$ cat src/hw/reset_ctrl_pkg.sv
// Package for the reset source controller: cause bit positions, widths,
// sequencing counts and identification register count and width.
// Assumes a single 100 MHz system clock domain.
package reset_ctrl_pkg;

  // Clock period in nanoseconds.
  localparam int CLK_PERIOD_NS = 10;

  // Number of reset sources.
  localparam int NUM_SOURCES = 5;

  // Reset cause bit positions.
  localparam int CAUSE_EXT = 0;
  localparam int CAUSE_POR = 1;
  localparam int CAUSE_BOR = 2;
  localparam int CAUSE_SW  = 3;
  localparam int CAUSE_WDT = 4;

  // Reset value of the cause register.
  localparam logic [4:0] CAUSE_RESET = 5'h00;

  // Software reset register geometry.
  localparam int SRCR_COUNT = 3;
  localparam int SRCR_WIDTH = 32;

  // Internal reset hold after all sources go quiet, in nanoseconds.
  localparam int HOLD_TIME_NS = 80;
  localparam int HOLD_CYCLES  =
    (HOLD_TIME_NS + CLK_PERIOD_NS - 1) / CLK_PERIOD_NS;

  // Width of the watchdog counter.
  localparam int WDT_WIDTH = 32;

  // Identification register count and width.
  localparam int IDENT_COUNT = 7;
  localparam int IDENT_WIDTH = 32;

  // Sequencer states.
  typedef enum logic [1:0] {
    ST_HOLD    = 2'b00,
    ST_COUNT   = 2'b01,
    ST_RUN     = 2'b10
  } seq_state_t;

endpackage

$ cat src/hw/reset_source_controller.sv
// Reset source controller: merges five reset sources into the system reset,
// records the cause, pulses peripheral resets and hosts the watchdog.
// Assumes supply monitors give levels; the reset pin is asynchronous.
//
// Contract
// - Five sources: pin, power-on, brown-out, software, watchdog.
// - The cause bit of each reset is set and stays set afterwards.
// - A power-on reset clears all other cause bits, leaving only power-on.
// - Pin reset resets core and peripherals, not the test port.
// - After pin release, synchronize a few cycles, then release reset.
// - Power-up holds reset until both pin and power-on end.
// - Power-on reset acts only at initial power-up.
// - Power-on reset also resets the test access port.
// - Brown-out reset is disabled out of reset until software enables; the module uses i_brownout_reset_enable as driven, with no reset value.
// - Brown-out raises an interrupt or a reset as configured.
// - Brown-out resets only while its reset-enable bit is set.
// - Brown-out reset acts like pin reset, held until supply recovers.
// - Setting then clearing a peripheral's soft reset bit resets it.
// - Soft reset bits follow clock gating layout; all unit domains reset; the module gives one reset per unit and leaves the fan-out to the consumer.
// - A system reset request resets the whole system, then releases.
// - Watchdog interrupts on first time-out, requests reset on second.
// - After the first time-out the counter reloads and counts down.
// - Second zero resets only with interrupt uncleared and reset enabled.
// - Seven read-only identification registers report device information.
`timescale 1ns/10ps

module reset_source_controller
  import reset_ctrl_pkg::*;
#(
  parameter int         UNIT_DOMAINS = 2,
  parameter logic [31:0] IDENT_VALUE0 = 32'h0001_0000, // Arbitrary value.
  parameter logic [31:0] IDENT_VALUE1 = 32'h0002_0000, // Arbitrary value.
  parameter logic [31:0] CAP_VALUE0   = 32'h0000_0000,
  parameter logic [31:0] CAP_VALUE1   = 32'h0000_0000,
  parameter logic [31:0] CAP_VALUE2   = 32'h0000_0000,
  parameter logic [31:0] CAP_VALUE3   = 32'h0000_0000,
  parameter logic [31:0] CAP_VALUE4   = 32'h0000_0000
)
(
  input  wire logic                    i_clk,
  input  wire logic                    i_srst,
  input  wire logic                    i_ext_reset_n,
  input  wire logic                    i_power_on,
  input  wire logic                    i_brown_out,
  input  wire logic                    i_brownout_reset_enable,
  input  wire logic                    i_brownout_int_enable,
  input  wire logic                    i_system_reset_request,
  input  wire logic [SRCR_WIDTH-1:0]   i_soft_reset0,
  input  wire logic [SRCR_WIDTH-1:0]   i_soft_reset1,
  input  wire logic [SRCR_WIDTH-1:0]   i_soft_reset2,
  input  wire logic                    i_wdt_enable,
  input  wire logic                    i_wdt_reset_enable,
  input  wire logic [WDT_WIDTH-1:0]    i_watchdog_reload_value,
  input  wire logic                    i_wdt_load,
  input  wire logic                    i_wdt_int_clear,
  input  wire logic [4:0]              i_cause_clear,
  input  wire logic [2:0]              i_ident_sel,
  output logic                         o_sys_reset,
  output logic                         o_tap_reset,
  output logic [SRCR_WIDTH-1:0]        o_periph_reset0,
  output logic [SRCR_WIDTH-1:0]        o_periph_reset1,
  output logic [SRCR_WIDTH-1:0]        o_periph_reset2,
  output logic [4:0]                   o_reset_cause,
  output logic                         o_brownout_int,
  output logic                         o_wdt_int,
  output logic [WDT_WIDTH-1:0]         o_wdt_count,
  output logic [IDENT_WIDTH-1:0]       o_ident_data
);

  // ------------------------------------------------------------------
  // Input synchronisers
  // ------------------------------------------------------------------

  logic [1:0] ext_sync_reg;
  logic [1:0] por_sync_reg;
  logic [1:0] bod_sync_reg;

  // Asynchronous levels pass two flops before any logic reads them.
  always_ff @(posedge i_clk)
  begin
    ext_sync_reg <= {ext_sync_reg[0], ~i_ext_reset_n};
    por_sync_reg <= {por_sync_reg[0], i_power_on};
    bod_sync_reg <= {bod_sync_reg[0], i_brown_out};
  end

  logic ext_active;
  logic por_level;
  logic bod_active;

  // Only the second stage of each synchroniser is used.
  assign ext_active = ext_sync_reg[1];
  assign por_level  = por_sync_reg[1];
  assign bod_active = bod_sync_reg[1];

  // ------------------------------------------------------------------
  // Power-on tracking
  // ------------------------------------------------------------------

  logic por_done_reg;
  logic por_active;

  // The power-on indication is honoured only until it first ends.
  always_ff @(posedge i_clk)
  begin
    if (i_srst)
      por_done_reg <= 1'b0;
    else if (!por_level)
      por_done_reg <= 1'b1;
  end

  assign por_active = por_level & ~por_done_reg;

  // ------------------------------------------------------------------
  // Watchdog
  // ------------------------------------------------------------------

  logic [WDT_WIDTH-1:0] wdt_count_reg;
  logic                 wdt_int_reg;
  logic                 wdt_reset_reg;
  logic                 wdt_zero;

  assign wdt_zero = (wdt_count_reg == '0);

  // Down-counter reloads on each time-out and on a software load.
  always_ff @(posedge i_clk)
  begin
    if (i_srst || o_sys_reset)
      wdt_count_reg <= '1;
    else if (i_wdt_load)
      wdt_count_reg <= i_watchdog_reload_value;
    else if (i_wdt_enable && wdt_zero)
      wdt_count_reg <= i_watchdog_reload_value;
    else if (i_wdt_enable)
      wdt_count_reg <= wdt_count_reg - 1'b1;
  end

  // First time-out sets the interrupt; a new time-out wins over a clear.
  always_ff @(posedge i_clk)
  begin
    if (i_srst || o_sys_reset)
      wdt_int_reg <= 1'b0;
    else if (i_wdt_enable && wdt_zero)
      wdt_int_reg <= 1'b1;
    else if (i_wdt_int_clear)
      wdt_int_reg <= 1'b0;
  end

  // Second time-out with the interrupt still pending requests a reset.
  always_ff @(posedge i_clk)
  begin
    if (i_srst || o_sys_reset)
      wdt_reset_reg <= 1'b0;
    else if (i_wdt_enable && wdt_zero && wdt_int_reg
             && i_wdt_reset_enable)
      wdt_reset_reg <= 1'b1;
  end

  // ------------------------------------------------------------------
  // Brown-out handling
  // ------------------------------------------------------------------

  logic bor_reset;

  // Brown-out resets only while enabled; the enable port is used as driven, with no reset.
  assign bor_reset = bod_active & i_brownout_reset_enable;

  // Brown-out raises the interrupt when not configured to reset.
  always_ff @(posedge i_clk)
  begin
    if (i_srst)
      o_brownout_int <= 1'b0;
    else
      o_brownout_int <= bod_active & i_brownout_int_enable
                        & ~i_brownout_reset_enable;
  end

  // ------------------------------------------------------------------
  // Software system reset request
  // ------------------------------------------------------------------

  logic sysreq_d_reg;
  logic sw_pulse;

  // A rising request edge starts one system reset sequence.
  always_ff @(posedge i_clk)
  begin
    if (i_srst)
      sysreq_d_reg <= 1'b0;
    else
      sysreq_d_reg <= i_system_reset_request;
  end

  assign sw_pulse = i_system_reset_request & ~sysreq_d_reg;

  // ------------------------------------------------------------------
  // Reset sequencer
  // ------------------------------------------------------------------

  localparam int HOLD_W = $clog2(HOLD_CYCLES + 1);

  seq_state_t         state_reg;
  logic [HOLD_W-1:0]  hold_cnt_reg;
  logic               any_source;

  // Level sources hold reset; the pulse sources start a hold.
  assign any_source = ext_active | por_active | bor_reset
                      | sw_pulse | wdt_reset_reg;

  // Reset stays asserted while any source is active, then counts down.
  always_ff @(posedge i_clk)
  begin
    if (i_srst)
    begin
      state_reg    <= ST_HOLD;
      hold_cnt_reg <= HOLD_W'(HOLD_CYCLES);
    end
    else if (any_source)
    begin
      state_reg    <= ST_HOLD;
      hold_cnt_reg <= HOLD_W'(HOLD_CYCLES);
    end
    else
    begin
      case (state_reg)
        ST_HOLD:
          state_reg <= ST_COUNT;
        ST_COUNT:
        begin
          if (hold_cnt_reg == HOLD_W'(1))
            state_reg <= ST_RUN;
          hold_cnt_reg <= hold_cnt_reg - HOLD_W'(1);
        end
        ST_RUN:
          state_reg <= ST_RUN;
        default:
          state_reg <= ST_HOLD;
      endcase
    end
  end

  // System reset covers the core and all peripherals.
  always_ff @(posedge i_clk)
  begin
    if (i_srst)
      o_sys_reset <= 1'b1;
    else
      o_sys_reset <= any_source || (state_reg != ST_RUN);
  end

  // The test port is reset by power-on only, never by the pin.
  always_ff @(posedge i_clk)
  begin
    if (i_srst)
      o_tap_reset <= 1'b1;
    else
      o_tap_reset <= por_active;
  end

  // ------------------------------------------------------------------
  // Reset cause recording
  // ------------------------------------------------------------------

  logic [4:0] cause_set;

  // Collect this cycle's cause events.
  always_comb
  begin
    cause_set            = 5'h00;
    cause_set[CAUSE_EXT] = ext_active;
    cause_set[CAUSE_POR] = por_active;
    cause_set[CAUSE_BOR] = bor_reset;
    cause_set[CAUSE_SW]  = sw_pulse;
    cause_set[CAUSE_WDT] = wdt_reset_reg;
  end

  // Sticky bits; set wins over clear; power-on wipes all others.
  always_ff @(posedge i_clk)
  begin
    if (i_srst)
      o_reset_cause <= CAUSE_RESET;
    else if (por_active)
      o_reset_cause <= 5'h01 << CAUSE_POR;
    else
      o_reset_cause <= (o_reset_cause & ~i_cause_clear) | cause_set;
  end

  // ------------------------------------------------------------------
  // Peripheral soft resets
  // ------------------------------------------------------------------

  logic [SRCR_WIDTH-1:0] soft_now [SRCR_COUNT];
  logic [SRCR_WIDTH-1:0] soft_armed_reg [SRCR_COUNT];
  logic [SRCR_WIDTH-1:0] periph_rst [SRCR_COUNT];

  assign soft_now[0] = i_soft_reset0;
  assign soft_now[1] = i_soft_reset1;
  assign soft_now[2] = i_soft_reset2;

  // A unit is held in reset while its bit is set and for one cycle after it clears.
  // Bit positions follow the clock gating layout, one reset per unit,
  // fanned out to every clock domain of that unit by the consumer.
  always_ff @(posedge i_clk)
  begin
    for (int i = 0; i < SRCR_COUNT; i++)
    begin
      if (i_srst)
      begin
        soft_armed_reg[i] <= '0;
        periph_rst[i]     <= '1;
      end
      else
      begin
        soft_armed_reg[i] <= soft_now[i];
        periph_rst[i]     <= soft_now[i] | soft_armed_reg[i]
                             | {SRCR_WIDTH{o_sys_reset}};
      end
    end
  end

  assign o_periph_reset0 = periph_rst[0];
  assign o_periph_reset1 = periph_rst[1];
  assign o_periph_reset2 = periph_rst[2];

  // ------------------------------------------------------------------
  // Identification and watchdog view
  // ------------------------------------------------------------------

  logic [IDENT_WIDTH-1:0] ident_rom [IDENT_COUNT];

  assign ident_rom[0] = IDENT_VALUE0;
  assign ident_rom[1] = IDENT_VALUE1;
  assign ident_rom[2] = CAP_VALUE0;
  assign ident_rom[3] = CAP_VALUE1;
  assign ident_rom[4] = CAP_VALUE2;
  assign ident_rom[5] = CAP_VALUE3;
  assign ident_rom[6] = CAP_VALUE4;

  // Read-only identification selected by index; out of range reads zero.
  always_ff @(posedge i_clk)
  begin
    if (i_srst)
      o_ident_data <= '0;
    else if (int'(i_ident_sel) < IDENT_COUNT)
      o_ident_data <= ident_rom[i_ident_sel];
    else
      o_ident_data <= '0;
  end

  // Registered copies of watchdog state.
  always_ff @(posedge i_clk)
  begin
    if (i_srst)
    begin
      o_wdt_int   <= 1'b0;
      o_wdt_count <= '0;
    end
    else
    begin
      o_wdt_int   <= wdt_int_reg;
      o_wdt_count <= wdt_count_reg;
    end
  end

endmodule

$ cat config.mk
export PLATFORM = sky130hd
export DESIGN_NAME = reset_source_controller
export DESIGN_NICKNAME = d
export VERILOG_FILES = /design/src/hw/reset_ctrl_pkg.sv /design/src/hw/reset_source_controller.sv
export SDC_FILE = /design/constraint.sdc
export NUM_CORES = 1
export LEC_CHECK = 0
export BUFFER_PORTS_ARGS = -buffer_cell sky130_fd_sc_hd__buf_2
export CORE_MARGIN = 4
export CORE_UTILIZATION = 29
export CTS_CLUSTER_SIZE = 25
export DETAILED_ROUTE_END_ITERATION = 10
export HOLD_SLACK_MARGIN = 0.12
export PLACE_DENSITY = 0.62
export SKIP_CTS_REPAIR_TIMING = 1
export SYNTH_ARGS = -nofsm -noshare
export SYNTH_HDL_FRONTEND = slang
export SYNTH_SLANG_ARGS = --single-unit
$ cat constraint.sdc
create_clock -name i_clk -period 3.1 [get_ports i_clk]
set_input_delay 0.31 -clock i_clk [delete_from_list [all_inputs] [get_ports i_clk]]
set_output_delay 0.31 -clock i_clk [all_outputs]
set_load 0.01 [all_outputs]
After elaboration in Yosys (flattened, before gate mapping):

Memories as Yosys holds them, arrays and structs flattened. A register that Yosys moved wholly into a read port is not among the register bits.
Index checks and enable logic that the tools add are counted.

* bits in registers: 89
* bits in writable memories: 192
* memories: 3
* logic and storage cells: 87
* ROM bits: 256
* bits of input ports: 148

* reduce and logical (&&, ||, !) cells: 12
* eq/ne operators: 5
* magnitude comparators: 1
* $add $sub $neg: 2
* bitwise operators: 30
* mux-type cells: 17

Memory list
* (no name shown): words 8, bits a word 32, read ports 1, clocked after memory_dff 1, wr ports 0, line reset_source_controller.sv:344 `o_ident_data <= ident_rom[i_ident_sel];`
* periph_rst: words 3, bits a word 32, read ports 3, clocked after memory_dff 0, wr ports 3, line reset_source_controller.sv:293 `logic [SRCR_WIDTH-1:0] periph_rst [SRCR_COUNT];`
* soft_armed_reg: words 3, bits a word 32, read ports 3, clocked after memory_dff 0, wr ports 3, line reset_source_controller.sv:292 `logic [SRCR_WIDTH-1:0] soft_armed_reg [SRCR_COUNT];`

Operator list (number)
* $mux W32: 9
* $or A32 B32 Y32: 6
* $logic_not A32 Y1: 1
* $sub A32 B1 Y32 const B: 1
* $or A1 B1 Y1: 10
* $pmux W2 S3: 1
* $reduce_or A2 Y1: 3
* $and A1 B1 Y1: 5
* $and A5 B5 Y5: 1
* $mux W1: 5
* $not A1 Y1: 5
* $not A5 Y5: 1
* $or A5 B5 Y5: 1
* $eq A4 B1 Y1 const B: 1
* $mux W2: 2
* $ne A2 B2 Y1 const B: 2
* $not A3 Y4: 1
* $sub A4 B1 Y4 const B: 1
* $logic_and A1 B1 Y1: 3
* $lt A3 B3 Y1 const B: 1
* $reduce_bool A3 Y1: 1
* $eq A2 B1 Y1 const B: 1
* $eq A2 B2 Y1 const B: 1
* $logic_not A2 Y1: 1
* other kinds (2): 3

Depth between registers and ports, before layout:

Gate-level depths: netlist of run 1.

* word-level depth: 7
* gate-level depth with buffers: 9
* mapped depth without buffers: 7

Worst setup path after synthesis of run 1:

Ideal clock, no wire load.

* path kind: register to register
* start point: reg wdt_count_reg[6]
* end point: reg wdt_count_reg[28]
* library setup time: 0.058 ns
* path slack: 0.888 ns
* arrival time: 2.154 ns
* cell stages (with the launch flop): 8
* required time: 3.042 ns
* path through: dfxtp_1 -> buf_6 -> nor4_4 -> nand4b_4 -> or4_4 -> or4_1 -> a21oi_1 -> a211o_1

* cells in the longest elaborated chain, start to end: 4

RTL lines
* start, declared: line reset_source_controller.sv:117 `logic [WDT_WIDTH-1:0] wdt_count_reg;`
* start signal, assigned: line reset_source_controller.sv:130 `wdt_count_reg <= i_watchdog_reload_value;`
* start signal, assigned: line reset_source_controller.sv:132 `wdt_count_reg <= i_watchdog_reload_value;`
* start signal, assigned: line reset_source_controller.sv:134 `wdt_count_reg <= wdt_count_reg - 1'b1;`
* $sub A32 B1 Y32 or $logic_not A32 Y1 (tied branches): line reset_source_controller.sv:134, reset_source_controller.sv:122
* $mux W32 or $logic_and A1 B1 Y1 (tied branches): line reset_source_controller.sv:133, reset_source_controller.sv:131
* $mux W32: line reset_source_controller.sv:131 `else if (i_wdt_enable && wdt_zero)`
* $mux W32: line reset_source_controller.sv:129 `else if (i_wdt_load)`

Several ways; a longest one is shown, not always the timed one. The select of a mux whose other input is x is not followed.
A chain may end at the register's enable or synchronous reset.

Worst setup path after layout of run 1:

* start point: reg wdt_count_reg[24]
* end point: reg wdt_count_reg[21]

* cells in the longest elaborated chain, start to end: 4

RTL lines
* $logic_not A32 Y1 *: line reset_source_controller.sv:122 `assign wdt_zero = (wdt_count_reg == '0);`
* $logic_and A1 B1 Y1 *: line reset_source_controller.sv:131
* $mux W32: line reset_source_controller.sv:131
* $mux W32: line reset_source_controller.sv:129

Every way passes the cells marked *; elsewhere a longest branch is shown, timed or not.

==> flow_summary.ini, run 1 <==
[yosys]
ys_types = 63
synth_cells = 864
ys.flop_type = dfxtp_1
async_reset_ff_share_pct = 0
synth_area_per_cell_um2 = 10.6
ys.warnings.count = 0
synth_edf_count = 0
mappedNetlistArea_um2 = 9190
yosysSeqAreaShare_pct = 61.7
synth-seq-cells = 283

[power]
switching_power_mw = 1.69
combPwrFrac_pct = 6.1
switching_share_pct = 21.5
p_seq_share_pct = 47.8
clkPwrFrac_pct = 46.1
p_int_mw = 6.17
p_leak_nw = 5.41
p_per_area_nw_per_um2 = 591
ir_drop_uv = 369

[critical_path]
crit_fanout = 12
timing.critical_path.cells = or4_1 -> nor3_2 -> nand4_1 -> nand2_1 -> buf_4 -> a21oi_1 -> o31ai_1
crit_buf_inv = 1
crit_type = flop to flop
cp_slowest_cell = or4_1
cp-startpoint = wdt_count_reg[24]
cp_top_family = simple AND/OR/NAND/NOR gates
max_stage_delay_ns = 0.69
cp.required_ns = 3.57
r2r-start = wdt_count_reg[24]
critPathArrivalTime_ns = 3.10
worst_setup_path_end_kind = flop
start_kind = flop

[placement]
place_congestion = 0.874
io_buffers = 286
placement.cell_area_um2 = 10900
dp_hpwl_um = 18600
dp_worst_setup_slack_ns = 0.508

[floorplan]
die_h_um = 186
die_w_um = 186
dieArea_um2 = 34600
num_rows = 64
ios = 317
core_area_um2 = 30900
start_util_pct = 29.7

[finish]
drive_gt1_share_pct = 27.2
area_delta_synth_final_pct = 44.8
n_fill_cell = 2916
final_area_um2 = 13300
final_util_pct = 43.1
nets = 1438
num_antenna_cells = 0

[detailed_routing]
vias = 7761
dr.pass1.iters = 5
drt_iter0_drc = 400
post_drt_via_cell_ratio = 4.56
antenna_left = 0
wl_um = 28000
drc = 0
drt-wirelength-per-cell_um = 16.4

[timing]
finClkSkew_ns = 0.0242
setup_ws_ns = 0.469
drv_slew = 0
tightest_slew_ns = 0.665
whs_ns = 0.106
rsz0062_at_grt = no
slew_headroom_pct = 55.5
post-route-min-period_ns = 2.63
finalSetupViolCount = 0
hold_viol = 0
fmax_mhz = 380
fin_crit_sh_pct = 84.9
tns_ns = 0

[global_routing]
grt-ovfl-total = 0
antenna_found_initial = 0
grtUsageTotal_pct = 14.1
grt_pass1_vias = 6954
grt_pass1_wl_um = 39100
grt_max_degree = 103

[clock_tree]
numCtsBuffers = 30
clock-sinks = 283
clk_path_buf_depth = 3
cts_tree = yes
htree_levels = 1
clk_latency_ns = 0.55
path_clk_slew_ns = 0.06
root_buffer = clkbuf_16

[run]
maxCapViolations = 0

[status]
outcome = finished, final reports clean

[worst_hold_path]
hold_class = primary input to flop
hp-start = i_watchdog_reload_value[0]
-- worst min-delay path: stages --
cell and delay [ns]:
buf_2 0.12, a211oi_1 0.07, o21ai_0 0.12
-- cells in the mapped netlist, types with 3 or more instances --
master     instances  area, um2
xor2_1             3       26.3
o22ai_1            6       37.5
nor4b_1            4       35.0
nor4_1            10       62.6
o21ai_0           17       85.1
a221oi_1           5       43.8
buf_2              3       15.0
nand4_1            6       37.5
and3_1             4       25.0
nor2b_1          124        776
or4_1              4       30.0
clkbuf_1          40        150
a2111oi_0          4       35.0
a221o_1            3       30.0
nor3_1            19       95.1
nand2_1           28        105
xnor2_1            7       61.3
o311ai_0           3       26.3
buf_4             31        233
nor2_1            41        154
nand3_1           17       85.1
ha_1               6       75.1
o31ai_1            7       52.6
inv_1             15       56.3
nand2b_1           7       43.8
dfxtp_1          283       5670
a21oi_1           21        105
or3_1             98        613
o211ai_1           3       22.5
a31oi_1            5       31.3
-- cell type report --
class	instances	area [um2]	area share, %
sequential	283	5670	42.6
clock buffer	43	861	6.47
tap	396	495	3.72
multi-input combinational	518	3160	23.8
timing repair buffer	435	2920	21.9
inverter	16	60.1	0.451
clock inverter	11	146	1.10
-- path summary, 6_finish.rpt --
path	end	slack [ns]	cells past startpoint
setup / recovery	wdt_count_reg[21]	0.47	7
setup reg to reg	wdt_count_reg[21]	0.47	7
hold reg to reg	por_sync_reg[1]	0.33	0
hold / removal	wdt_count_reg[0]	0.11	3
-- per-stage QoR --
step / power [mW] / instances
floorplan: 4.02 / 893
global placement: 4.18 / 1512
detailed placement: 4.18 / 1512
CTS: 7.85 / 1566
global route: 8.20 / 1702
finish: 7.87 / 1702
-- cells by family after synthesis --
kind of cell / count (synthesis) / synth area share (%)
and+or+nand+nor: 379 / 24.5
DFF: 283 / 61.7
buffers and inverters: 92 / 5.15
AOI/OAI and AO/OA: 91 / 6.67
xor gates and xnor gates: 10 / 0.953
adders and majority gates: 6 / 0.817
muxes: 2 / 0.231
other: 1 / 0.0408
-- metal layers --
metal / vias up / GRT usage (%) / share of wire, %
met4: 0 / 4.69 / 2.6
met1: 3616 / 17.3 / 40
li1: 3752 / - / -
met2: 343 / 23.8 / 48
met5: - / 0 / 0
met3: 50 / 4.01 / 8.5
-- power groups by stage --
stage / registers (mW) / clock network [mW] / logic (mW)
5_1_grt: 3.77 / 3.90 / 0.529
2_1_floorplan: 3.85 / 0 / 0.169
3_5_place_dp: 3.84 / 0 / 0.342
3_3_place_gp: 3.84 / 0 / 0.342
4_1_cts: 3.76 / 3.74 / 0.346
6_report: 3.76 / 3.62 / 0.483
-- placed cells by master (no fill, tap or decap), types with 4 or more instances in the layout --
cell type,Yosys,routed
a2111oi_0,4,4
a21oi_1,21,21
a221oi_1,5,5
a31oi_1,5,5
and3_1,4,4
buf_2,3,285
buf_4,31,12
clkbuf_1,40,8
clkbuf_16,0,31
clkbuf_8,0,4
conb_1,1,30
dfxtp_1,283,283
dlygate4sd3_1,0,136
ha_1,6,6
inv_1,15,15
nand2_1,28,28
nand2b_1,7,7
nand3_1,17,17
nand4_1,6,6
nor2_1,41,41
nor2b_1,124,124
nor3_1,19,19
nor4_1,10,10
nor4b_1,4,4
o21ai_0,17,17
o22ai_1,6,6
o31ai_1,7,7
or3_1,98,98
or4_1,4,4
xnor2_1,7,7
Power figures use the tool's default switching activity.
==> inputs of run 2 (changes only) <==
PLACE_DENSITY = 0.64   (was 0.62)
clock period = 2.4 ns   (was 3.1 ns; I/O delays follow)
==> run 2 against run 1 <==
Global-route usage fell by 0.40 points. Clock skew shrank 0.0093 ns. Largest power group unchanged. Routed wire length fell by 1.6%. Largest cell class unchanged. Non-clock buffer count up 31.
==> flow_summary.ini, run 2 (same netlist as run 1, synthesis figures left out) <==
[clock_tree]
numCtsBuffers = 30
path_clk_slew_ns = 0.06
htree_levels = 1
root_buffer = clkbuf_16
clock-sinks = 283
cts_tree = yes
clk_latency_ns = 0.54
clk_path_buf_depth = 3

[detailed_routing]
wl_um = 27500
vias = 7828
antenna_left = 0
drc = 0
post_drt_via_cell_ratio = 4.52
drt-wirelength-per-cell_um = 15.9
dr.pass1.iters = 4
drt_iter0_drc = 317

[worst_hold_path]
hp-start = i_watchdog_reload_value[29]
min_delay_path_depth = 3
whs_endpoint = wdt_count_reg[29]
hold_class = primary input to flop

[power]
p_per_area_nw_per_um2 = 748
p_leak_nw = 5.53
fin_total_pwr_mw = 10.1
ir_drop_uv = 430

[critical_path]
critPathArrivalTime_ns = 2.69
r2r-start = wdt_count_reg[20]
reg2reg_depth = 7
crit_top_cell = nor4_1
cp_slowest_cell = nor4_2
rrSetupSlack_ns = 0.14
cp.required_ns = 2.83
worst_setup_path_end_kind = flop
crit_type = flop to flop
max_stage_delay_ns = 0.43
start_kind = flop
crit_fanout = 5
r2r_end = wdt_count_reg[27]
timing.critical_path.cells = nor4_2 -> nor3b_2 -> nand4_1 -> buf_4 -> nor4_1 -> nor4_1 -> o41ai_1

[placement]
dp_hpwl_um = 18500
place_congestion = 0.883
dp_cells = 1537
io_buffers = 286

[finish]
final_common_cell = buf_2
drive_gt1_share_pct = 28.8
nets = 1469
area_delta_synth_final_pct = 47.3
final_cells = 1730
layout_common_cells = buf_2, dfxtp_1, dlygate4sd3_1

[timing]
post-route-min-period_ns = 2.26
finClkSkew_ns = 0.0149
finalSetupViolCount = 0
tightest_slew_ns = 0.974
rsz0062_at_grt = no
hold_viol = 0
slew_headroom_pct = 35.0
fmax_mhz = 442
fin_crit_sh_pct = 94.3
drv_slew = 0
tns_ns = 0
whs_ns = 0.0802

[global_routing]
grt-ovfl-total = 0
antenna_found_initial = 0
grtUsageTotal_pct = 13.7
grt_pass1_wl_um = 38400
grt_pass1_vias = 7092
grt_max_degree = 90

[run]
maxCapViolations = 0

[floorplan]
die_w_um = 186
num_rows = 64
die_h_um = 186
start_util_pct = 29.7
ios = 317
dieArea_um2 = 34600
core_area_um2 = 30900

[status]
outcome = finished, final reports clean
run 2: cell types whose count changed in the layout (fill, tap and decap cells not counted), moves of 2 or more:
cell	delta
inv_6	-3
buf_4	+27
buf_12	-2
clkinv_2	+3
clkbuf_1	-5
dlygate4sd3_1	+6
diode_2	+2
clkbuf_8	-2
run 2: worst max-delay path, delay by kind of cell, from the launching register on:
kind / cells / cell delay [ns]
compound gates: 1 / 0.35
buf+inv: 1 / 0.21
simple gates: 5 / 1.24
flops: 1 / 0.36
run 2: final cells by class:
cell class | count | area, um2
inverter | 16 | 60.1
multi-input combinational | 518 | 3180
timing repair buffer | 466 | 3140
antenna | 2 | 5.00
tap | 396 | 495
fill | 2870 | 17400
clock inverter | 13 | 173
clock buffer | 36 | 815
sequential | 283 | 5670
run 2: worst max-delay path by stage:
| stage | from | endpoint | slack [ns] | depth (start not counted) |
|---|---|---|---|---|
| global route | wdt_count_reg[17] | wdt_count_reg[27] | 0.0001 | 7 |
| CTS | wdt_count_reg[0] | wdt_count_reg[29] | 0.1 | 8 |
| finish | wdt_count_reg[20] | wdt_count_reg[27] | 0.14 | 7 |
| detailed placement | wdt_count_reg[0] | wdt_count_reg[29] | 0.14 | 8 |
| global placement | wdt_count_reg[6] | wdt_count_reg[28] | 0.20 | 6 |
| floorplan | wdt_count_reg[6] | wdt_count_reg[28] | 0.19 | 7 |
run 2: stage by stage:
stage                     utilization, %  setup slack, ns  instance area [um2]
after global routing                43.8         0.000130                13500
after global placement              35.9            0.203                11100
final                               43.8            0.137                13500
after CTS                           39.1           0.0999                12100
after detailed placement            35.9            0.143                11100
after floorplan                        -            0.188                 9300
run 2: report_power, final:
group          internal [mW]  total [mW]  switching, mW
registers               4.83        4.86         0.0301
logic                  0.342       0.633          0.291
clock network           2.81        4.63           1.82
total                   7.98        10.1           2.14
run 2: metal layers:
layer,wire length (um),part of all wire [%],global-route usage (%)
met2,13100,47,22.6
met3,2250,8.2,3.58
met5,0,0,0
met1,11400,42,17.2
met4,784,2.8,4.95
==> inputs of run 3 (changes only) <==
clock period = 1.91 ns   (was 2.4 ns; I/O delays follow)
==> run 3 against run 2 <==
The run now ends with negative setup slack left. Critical path depth shrank 1. Routed wire length grew 4.8%. Final cell count grew 3.6%. Combinational power grew 30%. Final area grew 4.7%. Global-route usage grew 0.40 points. Utilization grew 2.0 points. Critical endpoint is now wdt_count_reg[28]. Total power grew 23%. Clock-buffer cell count is the same. Clock power grew 20%. Maximum frequency grew 6.2%.
==> flow_summary.ini, run 3 (same netlist as run 1, synthesis figures left out) <==
[status]
outcome = finished with violations
violations = negative setup slack

[timing]
fin_crit_sh_pct = 112
finalSetupViolCount = 24
setup_ws_ns = -0.221
rsz0062_at_grt = yes
fmax_mhz = 469
slew_headroom_pct = 34.1
finClkSkew_ns = 0.00977
tightest_slew_ns = 0.988
drv_slew = 0
hold_viol = 0
post-route-min-period_ns = 2.13

[floorplan]
core_area_um2 = 30900
num_rows = 64
die_h_um = 186
dieArea_um2 = 34600
die_w_um = 186
ios = 317
start_util_pct = 29.7

[critical_path]
crit_fanout = 5
r2r_end = wdt_count_reg[28]
worst_setup_path_end_kind = flop
r2r-start = wdt_count_reg[19]
cp.required_ns = 2.40
reg2reg_depth = 6
start_kind = flop
critPathArrivalTime_ns = 2.62
crit_type = flop to flop
rrSetupSlack_ns = -0.22

[global_routing]
antenna_found_initial = 0
grt_max_degree = 93
grt_pass1_vias = 7262
grt-ovfl-total = 0
grtUsageTotal_pct = 14.1
grt_pass1_wl_um = 39200

[clock_tree]
numCtsBuffers = 29
htree_levels = 1
cts_tree = yes
root_buffer = clkbuf_16
clk_latency_ns = 0.54
clk_path_buf_depth = 3
clock-sinks = 283
path_clk_slew_ns = 0.06

[detailed_routing]
post_drt_via_cell_ratio = 4.52
dr.pass1.iters = 4
wl_um = 28900
drt-wirelength-per-cell_um = 16.1
vias = 8104
drc = 0
antenna_left = 0
drt_iter0_drc = 356

[worst_hold_path]
hold_class = primary input to flop
whs_endpoint = wdt_count_reg[4]
hp-start = i_wdt_load
min_delay_path_depth = 3

[finish]
n_fill_cell = 2832
final_common_cell = buf_2
final_cells = 1792
final_area_um2 = 14200
drive_gt1_share_pct = 33.4
num_antenna_cells = 0
final_util_pct = 45.8
layout_common_cells = buf_2, dfxtp_1, dlygate4sd3_1
area_delta_synth_final_pct = 54.1
nets = 1527

[placement]
dp_worst_setup_slack_ns = -0.186
io_buffers = 286
placement.cell_area_um2 = 11500
dp_cells = 1580
place_congestion = 0.852
dp_hpwl_um = 19300

[run]
maxCapViolations = 0

[power]
fin_total_pwr_mw = 12.5
p_per_area_nw_per_um2 = 881
ir_drop_uv = 588
p_leak_nw = 5.90
-- run 3: area by class of cell --
type	count	area, um2	area share [%]
sequential	283	5670	40.0
timing repair buffer	525	3650	25.8
multi-input combinational	518	3340	23.6
clock buffer	36	782	5.52
tap	396	495	3.50
clock inverter	18	165	1.17
inverter	16	60.1	0.424
-- run 3: routing by layer --
| layer | up-vias | wire (um) | GRT usage (%) |
|---|---|---|---|
| li1 | 3920 | - | - |
| met1 | 3786 | 11400 | 17.2 |
| met2 | 338 | 14400 | 24.1 |
| met3 | 60 | 2330 | 3.71 |
| met4 | 0 | 756 | 4.58 |
| met5 | - | 0 | 0 |
-- run 3: stage by stage --
stage               hold slack (ns)  setup TNS [ns]
floorplan                     0.219           -1.64
global placement              0.293           -1.84
detailed placement            0.296           -2.42
CTS                          -0.281           -2.98
global route                  0.177           -4.81
finish                        0.156           -1.78
-- run 3: report_power, final --
group          internal (mW)  leakage [nW]  total, mW  switching, mW
logic                  0.454          3.11      0.826          0.372
registers               6.06          2.33       6.10         0.0390
clock network           3.20         0.466       5.55           2.35
-- run 3: worst max-delay path, stage by stage, from the launching register on --
cell and delay [ns]:
dfxtp_2 0.34, nor4_4 0.38, nand2_1 0.14, or4_4 0.57, or4_1 0.43, a21oi_2 0.13, a211o_1 0.10
-- run 3: how the worst max path moves through the flow --
stage,cells past startpoint,slack [ns],startpoint,end
detailed placement,6,-0.19,wdt_count_reg[22],wdt_count_reg[28]
floorplan,6,-0.16,wdt_count_reg[9],wdt_count_reg[28]
global route,6,-0.31,wdt_count_reg[19],wdt_count_reg[28]
CTS,6,-0.21,wdt_count_reg[22],wdt_count_reg[28]
global placement,7,-0.20,wdt_count_reg[9],wdt_count_reg[28]
finish,6,-0.22,wdt_count_reg[19],wdt_count_reg[28]
